`src/ecgs_pkg.sv`:
```
`default_nettype none
package ecgs_pkg;
	// Number of input edges seen before the gate changes state
	localparam int unsigned ECGS_EDGE_COUNT = 4;
	// Width of the edge counters
	localparam int unsigned ECGS_CNT_W = 3;
	// Reset value of the gated output
	localparam logic ECGS_OUT_RST = 1'b0;
	// Reset value of the stopped indication
	localparam logic ECGS_STOPPED_RST = 1'b0;
	// Synchroniser length
	localparam int unsigned ECGS_SYNC_STAGES = 2;

	// Gate states
	typedef enum logic [1:0] {
		ECGS_RUN,
		ECGS_STOPPING,
		ECGS_STOPPED,
		ECGS_STARTING
	} ecgs_state_e;
endpackage : ecgs_pkg
`default_nettype wire

```
`src/ecgs_sync2.sv`:
```
`default_nettype none
module ecgs_sync2 (
	input wire logic ref_clk_in, // System clock
	input wire logic rst_in, // Synchronous reset, active high
	input wire logic async_in, // Level to be synchronised
	output logic sync_out // Synchronised level
);
	logic meta_ff;
	logic sync_ff;

	// Two stages; the first is read by the second only, to contain metastability
	always_ff @(posedge ref_clk_in) begin
		if (rst_in) begin
			meta_ff <= 1'b0;
			sync_ff <= 1'b0;
		end else begin
			meta_ff <= async_in;
			sync_ff <= meta_ff;
		end
	end

	assign sync_out = sync_ff;
endmodule // ecgs_sync2
`default_nettype wire

```
`src/ecgs_edge_clock_gate_sync.sv`:
```
`default_nettype none
module ecgs_edge_clock_gate_sync #(
	parameter int unsigned EDGE_COUNT = ecgs_pkg::ECGS_EDGE_COUNT // Edges before gate change
) (
	input wire logic ref_clk_in, // 100 MHz sampling clock
	input wire logic rst_in, // Synchronous reset, active high
	input wire logic edge_clock_in, // Edge clock to be gated, sampled
	input wire logic stop_in, // Stop request from core logic, high stops
	output logic gated_edge_clock_out, // Gated edge clock
	output logic clock_stopped_out // High while the output is parked low
);
	import ecgs_pkg::*;

	// Counter value at the last counted edge; the counter must be wide enough for EDGE_COUNT
	localparam logic [ECGS_CNT_W-1:0] LAST_EDGE = ECGS_CNT_W'(EDGE_COUNT - 1);

	logic stop_sync;
	logic edge_prev_ff;
	logic stop_edge_ff;
	logic [ECGS_CNT_W-1:0] edge_cnt_ff;
	logic [ECGS_CNT_W-1:0] nxt_edge_cnt;
	ecgs_state_e state_ff;
	ecgs_state_e nxt_state;
	logic gated_ff;
	logic nxt_gated;
	logic stopped_ff;
	wire logic edge_rise;
	wire logic edge_fall;
	wire logic stop_done;
	wire logic start_done;
	wire logic gate_open;
	wire logic nxt_stopped;

	// Stop request comes from another timing domain, so bring it in first
	ecgs_sync2 u_stop_sync (
		.ref_clk_in(ref_clk_in),
		.rst_in(rst_in),
		.async_in(stop_in),
		.sync_out(stop_sync)
	);

	// Edge detection of the sampled edge clock
	assign edge_rise = edge_clock_in & ~edge_prev_ff;
	assign edge_fall = ~edge_clock_in & edge_prev_ff;
	assign stop_done = (state_ff == ECGS_STOPPING) && edge_fall && (edge_cnt_ff == LAST_EDGE);
	assign start_done = (state_ff == ECGS_STARTING) && edge_rise && (edge_cnt_ff == LAST_EDGE);

	// Gate only closes on a falling edge and opens on a rising one, so no runt pulse
	assign gate_open = (state_ff == ECGS_RUN) || (state_ff == ECGS_STOPPING)
		|| (start_done && !stop_edge_ff);
	// A high phase passes only from its start, so a gate opened mid phase stays low
	assign nxt_gated = gate_open & edge_clock_in & ~stop_done
		& (gated_ff | edge_rise);

	// Parked covers the restart count too, so users see one flag until clocks flow
	function automatic logic is_parked(input ecgs_state_e s);
		return (s == ECGS_STOPPED) || (s == ECGS_STARTING);
	endfunction
	assign nxt_stopped = is_parked(nxt_state);

	// Next state and edge counter
	// Input phases shorter than one sampling cycle can be missed; keep the edge clock slow
	always_comb begin
		nxt_state = state_ff;
		nxt_edge_cnt = edge_cnt_ff;
		case (state_ff)
			ECGS_RUN: begin
				if (stop_edge_ff) begin
					nxt_state = ECGS_STOPPING;
					nxt_edge_cnt = '0;
				end
			end
			ECGS_STOPPING: begin
				// A release before the fourth fall simply leaves the clock running
				if (!stop_edge_ff) begin
					nxt_state = ECGS_RUN;
				end else if (stop_done) begin
					nxt_state = ECGS_STOPPED;
				end else if (edge_fall) begin
					nxt_edge_cnt = edge_cnt_ff + 1'b1;
				end
			end
			ECGS_STOPPED: begin
				if (!stop_edge_ff) begin
					nxt_state = ECGS_STARTING;
					nxt_edge_cnt = '0;
				end
			end
			ECGS_STARTING: begin
				// A new stop during restart parks the output again without a pulse
				if (stop_edge_ff) begin
					nxt_state = ECGS_STOPPED;
				end else if (start_done) begin
					nxt_state = ECGS_RUN;
				end else if (edge_rise) begin
					nxt_edge_cnt = edge_cnt_ff + 1'b1;
				end
			end
			default: begin
				nxt_state = ECGS_RUN;
			end
		endcase
	end

	// Edge history follows the pin even in reset, so release never shows a false edge
	always_ff @(posedge ref_clk_in) begin
		edge_prev_ff <= edge_clock_in;
	end

	// Stop is taken into the edge clock's own timing on its rising edges
	always_ff @(posedge ref_clk_in) begin
		if (rst_in) begin
			stop_edge_ff <= 1'b0;
		end else if (edge_rise) begin
			stop_edge_ff <= stop_sync;
		end
	end

	// State, counter and registered outputs
	always_ff @(posedge ref_clk_in) begin
		if (rst_in) begin
			state_ff <= ECGS_RUN;
			edge_cnt_ff <= '0;
			gated_ff <= ECGS_OUT_RST;
			stopped_ff <= ECGS_STOPPED_RST;
		end else begin
			state_ff <= nxt_state;
			edge_cnt_ff <= nxt_edge_cnt;
			gated_ff <= nxt_gated;
			stopped_ff <= nxt_stopped;
		end
	end

	assign gated_edge_clock_out = gated_ff;
	assign clock_stopped_out = stopped_ff;

	// Output rises only with the input, never mid high phase
	chk_rise_follows_in: assert property (@(posedge ref_clk_in) disable iff (rst_in)
		$rose(gated_ff) |-> $past(edge_clock_in) && !$past(edge_prev_ff))
		else $error("gated output rose without an input rising edge");

	// Output falls only with the input, so no high phase is cut short
	chk_fall_follows_in: assert property (@(posedge ref_clk_in) disable iff (rst_in)
		$fell(gated_ff) |-> !$past(edge_clock_in))
		else $error("gated output fell while input was high");

	// Resynchronised stop moves only on an input rising edge
	chk_stop_resync: assert property (@(posedge ref_clk_in) disable iff (rst_in)
		$changed(stop_edge_ff) |-> $past(edge_rise))
		else $error("stop changed outside an edge clock rising edge");

	// Parking happens only on the fourth falling edge
	chk_stop_fourth: assert property (@(posedge ref_clk_in) disable iff (rst_in)
		(state_ff == ECGS_STOPPED) && $past(state_ff == ECGS_STOPPING)
		|-> $past(edge_fall) && $past(edge_cnt_ff) == LAST_EDGE && !gated_ff)
		else $error("clock parked at the wrong falling edge");

	// Restart happens only on the fourth rising edge, with the output high
	chk_start_fourth: assert property (@(posedge ref_clk_in) disable iff (rst_in)
		(state_ff == ECGS_RUN) && $past(state_ff == ECGS_STARTING)
		|-> $past(edge_rise) && $past(edge_cnt_ff) == LAST_EDGE && gated_ff)
		else $error("clock restarted at the wrong rising edge");

	// While parked and still stopped, output stays low and state holds
	chk_hold_low: assert property (@(posedge ref_clk_in) disable iff (rst_in)
		(state_ff == ECGS_STOPPED) && stop_edge_ff |=> (state_ff == ECGS_STOPPED) && !gated_ff)
		else $error("output left the parked state while stop held");

	// While parked the output is low whatever stop does
	chk_park_low: assert property (@(posedge ref_clk_in) disable iff (rst_in)
		(state_ff == ECGS_STOPPED) |-> !gated_ff)
		else $error("gated output high while parked");

	// Parked state is always reported on the status output
	chk_flag_parked: assert property (@(posedge ref_clk_in) disable iff (rst_in)
		(state_ff == ECGS_STOPPED) |-> stopped_ff)
		else $error("status low while the clock is parked");

	// No output pulse is let through while restart edges are still counted
	chk_restart_quiet: assert property (@(posedge ref_clk_in) disable iff (rst_in)
		(state_ff == ECGS_STARTING) |-> !gated_ff)
		else $error("gated output high before restart completed");

	// Restart counting begins from zero
	chk_start_entry: assert property (@(posedge ref_clk_in) disable iff (rst_in)
		(state_ff == ECGS_STARTING) && $past(state_ff == ECGS_STOPPED) |-> edge_cnt_ff == '0)
		else $error("restart count did not begin at zero");

	// Stop counting begins from zero, one cycle after the latched stop
	chk_stop_entry: assert property (@(posedge ref_clk_in) disable iff (rst_in)
		(state_ff == ECGS_STOPPING) && $past(state_ff == ECGS_RUN)
		|-> edge_cnt_ff == '0 && $past(stop_edge_ff))
		else $error("stop count did not begin at zero");

	// A stop released before the last fall leaves the clock running
	chk_abort_runs: assert property (@(posedge ref_clk_in) disable iff (rst_in)
		(state_ff == ECGS_STOPPING) && !stop_edge_ff |=> state_ff == ECGS_RUN)
		else $error("released stop did not return to running");

	// A stop that returns during restart parks again without a pulse
	chk_restop_park: assert property (@(posedge ref_clk_in) disable iff (rst_in)
		(state_ff == ECGS_STARTING) && stop_edge_ff
		|=> (state_ff == ECGS_STOPPED) && !gated_ff)
		else $error("stop during restart let a pulse through");

	// The edge counter never passes the last counted edge
	chk_count_bound: assert property (@(posedge ref_clk_in) disable iff (rst_in)
		edge_cnt_ff <= LAST_EDGE)
		else $error("edge counter ran past the last edge");

	// Once running and high, the output copies the input one cycle later
	chk_run_follows: assert property (@(posedge ref_clk_in) disable iff (rst_in)
		(state_ff == ECGS_RUN) && gated_ff |=> gated_ff == $past(edge_clock_in))
		else $error("running output did not follow the input");
endmodule // ecgs_edge_clock_gate_sync
`default_nettype wire

```
`config.mk`:
```
export PLATFORM = sky130hd
export DESIGN_NAME = ecgs_edge_clock_gate_sync
export DESIGN_NICKNAME = d
export VERILOG_FILES = /design/src/ecgs_pkg.sv /design/src/ecgs_sync2.sv /design/src/ecgs_edge_clock_gate_sync.sv
export SDC_FILE = /design/constraint.sdc
export NUM_CORES = 1
export LEC_CHECK = 0
export BUFFER_PORTS_ARGS = -buffer_cell sky130_fd_sc_hd__clkbuf_2
export CAP_MARGIN = 20
export CORE_AREA = 8 8 45 47
export CTS_CLUSTER_SIZE = 10
export DETAILED_ROUTE_END_ITERATION = 10
export DIE_AREA = 0 0 53 55
export PLACE_DENSITY = 0.55
export SETUP_SLACK_MARGIN = 0.2
export SLEW_MARGIN = 20
export SYNTH_ARGS = -nofsm -noshare
export SYNTH_HDL_FRONTEND = slang
export SYNTH_SLANG_ARGS = --single-unit
```
`constraint.sdc`:
```
create_clock -name ref_clk_in -period 1.7 [get_ports ref_clk_in]
set_input_delay 0.255 -clock ref_clk_in [delete_from_list [all_inputs] [get_ports ref_clk_in]]
set_output_delay 0.255 -clock ref_clk_in [all_outputs]
set_load 0.01 [all_outputs]
```
After elaboration in Yosys (flattened, before gate mapping)
Index checks and enable logic that the tools add are counted.
- bits in registers: 11
- bits of input ports: 4
- output and inout port bits: 2
- logic and storage cells: 59
- add/sub/neg operators: 1
- equality and inequality tests: 14
- muxes and demuxes: 16
- bitwise gates (word level): 9
- reduce and logical (&&, ||, !) cells: 11
- operators with widths (cell ; count):
    $mux 3 ; 8
    $ne 2x2->1 const B ; 8
    $mux 2 ; 6
    $pmux 3 s4 ; 1
    $eq 2x2->1 const B ; 4
    $pmux 2 s4 ; 1
    $reduce_and 8->1 ; 1
    $and 1x1->1 ; 5
    $logic_and 1x1->1 ; 5
    $add 3x1->3 const B ; 1
    $eq 3x2->1 const B ; 1
    $logic_or 1x1->1 ; 3
    $not 1->1 ; 3
    $eq 2x1->1 const B ; 1
    $logic_not 2->1 ; 1
    $logic_not 1->1 ; 1
    $or 1x1->1 ; 1

Logic depth before layout (Yosys ltp)
- depth in word-level cells: 9
- gate-level depth with buffers: 6
- mapped depth without buffers: 6

Modules after synthesis
A second synthesis with hierarchy kept.
- cell total of the unflattened synthesis: 48
- area, all modules: 466.7 um^2
- by module, submodules not included (module ; times used ; cells each ; area an instance (um^2) ; seq. area each (um^2)):
    ecgs_edge_clock_gate_sync ; 1 ; 44 ; 414.1 ; 180.2
    ecgs_sync2 ; 1 ; 4 ; 52.6 ; 40.0

Worst setup path before layout
No wires, ideal clock.
- path type: register -> register
- start point: register edge_cnt_ff[0]
- end point: register edge_cnt_ff[0]
- library setup time: 0.132 ns
- arrival time: 1.537 ns
- data required time: 1.568 ns
- path slack: 0.031 ns
- cell stages (with the launch flop): 7
- buffers on the path: 0
- clock period less this slack: 1.669 ns
- cell sequence: dfxtp_1 > ha_1 > ha_1 > or3b_1 > a211o_2 > nand3b_1 > a21oi_1
- word-level cells in the longest chain between the ends: 5
- elaborated cells between the ends (all ways): 14
- classes of those cells: add/sub (1); eq/ne (3); mux (7); reduce/logical (3)
- RTL lines (element ; RTL line ; RTL):
    start: declaration ; ecgs_edge_clock_gate_sync.sv:20 ; logic [ECGS_CNT_W-1:0] edge_cnt_ff;
    start signal: assignment ; ecgs_edge_clock_gate_sync.sv:128 ; edge_cnt_ff <= nxt_edge_cnt;
    $add 3x1->3 ; ecgs_edge_clock_gate_sync.sv:80, ecgs_edge_clock_gate_sync.sv:96 ;
    $mux 3, on equally long branches ; ecgs_edge_clock_gate_sync.sv:95, ecgs_edge_clock_gate_sync.sv:79 ;
    $mux 3, on equally long branches ; ecgs_edge_clock_gate_sync.sv:93, ecgs_edge_clock_gate_sync.sv:77 ;
    $mux 3, on equally long branches ; ecgs_edge_clock_gate_sync.sv:91, ecgs_edge_clock_gate_sync.sv:75 ;
    $pmux 3 s4 ; ecgs_edge_clock_gate_sync.sv:66 ; case (state_ff)
Parallel ways exist; a longest one is shown, timed or not. The select of a mux whose other input is x is not followed.
A chain may end at the register's enable or synchronous reset.

Worst setup path in the final report
- start point: register edge_cnt_ff[0]
- end point: register edge_cnt_ff[2]
Same word-level chain as after synthesis.

==> impl_metrics.env <==
export IMPL_register_area_um2=223
export IMPL_cts_buffer_depth=2
export IMPL_startpoint="edge_cnt_ff[0]"
export IMPL_maxUsedRoutingLayer="met4"
export IMPL_antenna_found_initial=0
export IMPL_fin_nets=67
export IMPL_slew_violations=0
export IMPL_viasPerCell=4.79
export IMPL_start_util=0.351
export IMPL_drt_first_pass_iters=4
export IMPL_cp_cell_sequence="ha_4, ha_4, or3b_4, a211oi_4, or3_4, a21oi_2"
export IMPL_cp_max_fo=4
export IMPL_crit_path_end_kind="flip-flop"
export IMPL_crit_buf_inv=0
export IMPL_fin_crit_ps=1670
export IMPL_fillers=140
export IMPL_avgSynthCellArea_um2=9.71
export IMPL_seq_area_frac_synth=0.454
export IMPL_synth_top_cell_by_area="dfxtp_1"
export IMPL_final_area_um2=614
export IMPL_clock_latency_ps=270
export IMPL_finClkSkew_ps=4.14
export IMPL_hold_path_class="in2reg"
export IMPL_p_leak_nw=0.236
export IMPL_criticalPathCategory="reg2reg"
export IMPL_cp_data_arrival_time_ps=1830
export IMPL_r2r_start="edge_cnt_ff[0]"
export IMPL_hold_violations=0
export IMPL_drive_gt1_frac=0.367
export IMPL_drt_iter0_drc=3
export IMPL_rsz0062_at_grt="yes"
export IMPL_synth_seq_cells=11
export IMPL_placed_cell_area_um2=564
export IMPL_wire_per_inst_um=12.1
export IMPL_slew_headroom=0.759
export IMPL_start_kind="flip-flop"
export IMPL_place_congestion=0.664
export IMPL_wl_um=923
export IMPL_yosysUniqueCellTypes=21
export IMPL_cts_buffers=3
export IMPL_htree_levels=1
export IMPL_maxCapViolations=0
export IMPL_fmax_ghz=0.599
export IMPL_top_level_ports=6
export IMPL_cts_root_buf="clkbuf_4"
export IMPL_coreArea_um2=1380
export IMPL_overflow=0
export IMPL_status="finished, final reports clean"
export IMPL_area_growth_pct=26.5
export IMPL_setup_viol=0
export IMPL_syn_inst=50
export IMPL_synth_area_um2=485
export IMPL_hold_depth=1
export IMPL_final_cell_mix="9 x dfxtp_1, 5 x a21oi_1, 5 x clkbuf_2"
export IMPL_grt_pass1_vias=365
export IMPL_die_h_um=55
export IMPL_cts_tree="yes"
export IMPL_grt_max_degree=11
export IMPL_irDropWorstVdd_uv=438
export IMPL_yosysTopAreaCellShare=0.454
export IMPL_yosysWarnings=0
export IMPL_crit_slowest_cell="or3b_4"
export IMPL_antenna_left=0
export IMPL_grt_pass1_wl_um=1530
export IMPL_die_w_um=53
export IMPL_fin_tns_setup_ps=0
export IMPL_wl_met3_um=47
export IMPL_r2r_end="edge_cnt_ff[2]"
export IMPL_die_area_um2=2920
export IMPL_hpwl_um=617
export IMPL_clk_pin_slew_ps=80
export IMPL_cpMostUsedCell="ha_4"
export IMPL_cts_sinks=11
export IMPL_place_ws_ps=12.0
export IMPL_fin_crit_sh=0.982
export IMPL_multiInputGateArea_um2=297
export IMPL_power_density_nw_per_um2=766
export IMPL_syn_nets=56
export IMPL_r2r_slack_ps=30
export IMPL_rows=14
export IMPL_via_count=364
export IMPL_port_buffers=5
export IMPL_required_ps=1860
export IMPL_wl_met1_um=466
export IMPL_yosys_top_cells_area="dfxtp_1 45%, a21oi_1 6.2%, ha_1 5.2%"
export IMPL_worstRegToRegCells=6
export IMPL_met2_length_um=393
export IMPL_cpLargestDelayFamily="simple AND/OR/NAND/NOR gates"
export IMPL_drc=0
export IMPL_num_antenna_cells=0
export IMPL_tightest_slew_ps=357
export IMPL_worst_slack_ps=29.9
export IMPL_hp_start="edge_clock_in"
export IMPL_max_stage_delay_ps=390
export IMPL_hold_path_end="edge_prev_ff"
export IMPL_final_common_cell="dfxtp_1"
export IMPL_grtUsageTotal=0.0740
-- state kept, by name, summed over array words and instances, names as in the netlist --
name	cells
clock_stopped_out	1
edge_prev_ff	1
stop_edge_ff	1
u_stop_sync.sync_out	1
state_ff	2
edge_cnt_ff	3
u_stop_sync.meta_ff	1
gated_edge_clock_out	1
-- stage by stage --
step | hold slack (ps) | instances | utilization | power (mW)
floorplan | 283 | 50 | - | 0.286
global placement | 421 | 71 | 0.408 | 0.295
detailed placement | 420 | 71 | 0.408 | 0.295
CTS | 141 | 76 | 0.444 | 0.486
global route | 156 | 76 | 0.444 | 0.499
finish | 166 | 76 | 0.444 | 0.470
-- layout make-up --
type	count	share of cell area
Timing Repair Buffer	7	0.0652
Clock buffer	3	0.0367
Clock inverter	1	0.00815
Tap cell	16	0.0326
Multi-Input combinational cell	36	0.483
Inverter	2	0.0122
Sequential cell	11	0.363
-- report_power, final --
part	internal, mW	switching (mW)
Combinational	0.0124	0.0108
Clock	0.0870	0.0935
Sequential	0.263	0.00414
-- per-layer routing --
metal	GRT usage	vias up
met1	0.0735	157
met2	0.109	5
li1	-	200
met5	0	-
met4	0.0647	0
met3	0.0428	2
-- Yosys cell counts --
| master | instances |
|---|---|
| nand2b_1 | 2 |
| nor2_1 | 2 |
| inv_1 | 2 |
| nand2_1 | 2 |
| a21oi_1 | 6 |
| a211oi_2 | 1 |
| or3b_1 | 2 |
| o211ai_1 | 1 |
| nand4b_1 | 1 |
| and4b_2 | 2 |
| ha_1 | 2 |
| clkbuf_1 | 1 |
| or3_2 | 1 |
| nor2b_1 | 4 |
| o21ai_0 | 4 |
| mux2i_1 | 1 |
| a21o_1 | 1 |
| or2b_1 | 1 |
| a211o_2 | 1 |
| nand3b_1 | 2 |
| dfxtp_1 | 11 |
-- cell families after synthesis --
logic type / count (synthesis) / share of synthesized area
AO/OA/AOI/OAI: 14 / 0.180
adder cells (fa/ha/maj): 2 / 0.0515
buffers and inverters: 3 / 0.0232
flip-flops: 11 / 0.454
multiplexers: 1 / 0.0206
AND/OR/NAND/NOR: 19 / 0.271
-- repair_timing --
item	in CTS	in global routing
gates resized for setup	5	0
hold buffers	0	0
pin swaps	7	2
buffers inserted	1	0
endpoints found under the setup margin	3	6
gates cloned	0	0
hold endpoints to repair	0	0
-- worst max-delay path by stage --
stage	endpoint	slack, ps	cells after the start
after floorplan	edge_cnt_ff[1]	120	6
after global placement	edge_cnt_ff[1]	20	6
after detailed placement	edge_cnt_ff[1]	10	6
after CTS	edge_cnt_ff[2]	10	6
after global routing	edge_cnt_ff[1]	-30	6
final	edge_cnt_ff[2]	30	6
Power figures use the tool's default switching activity.
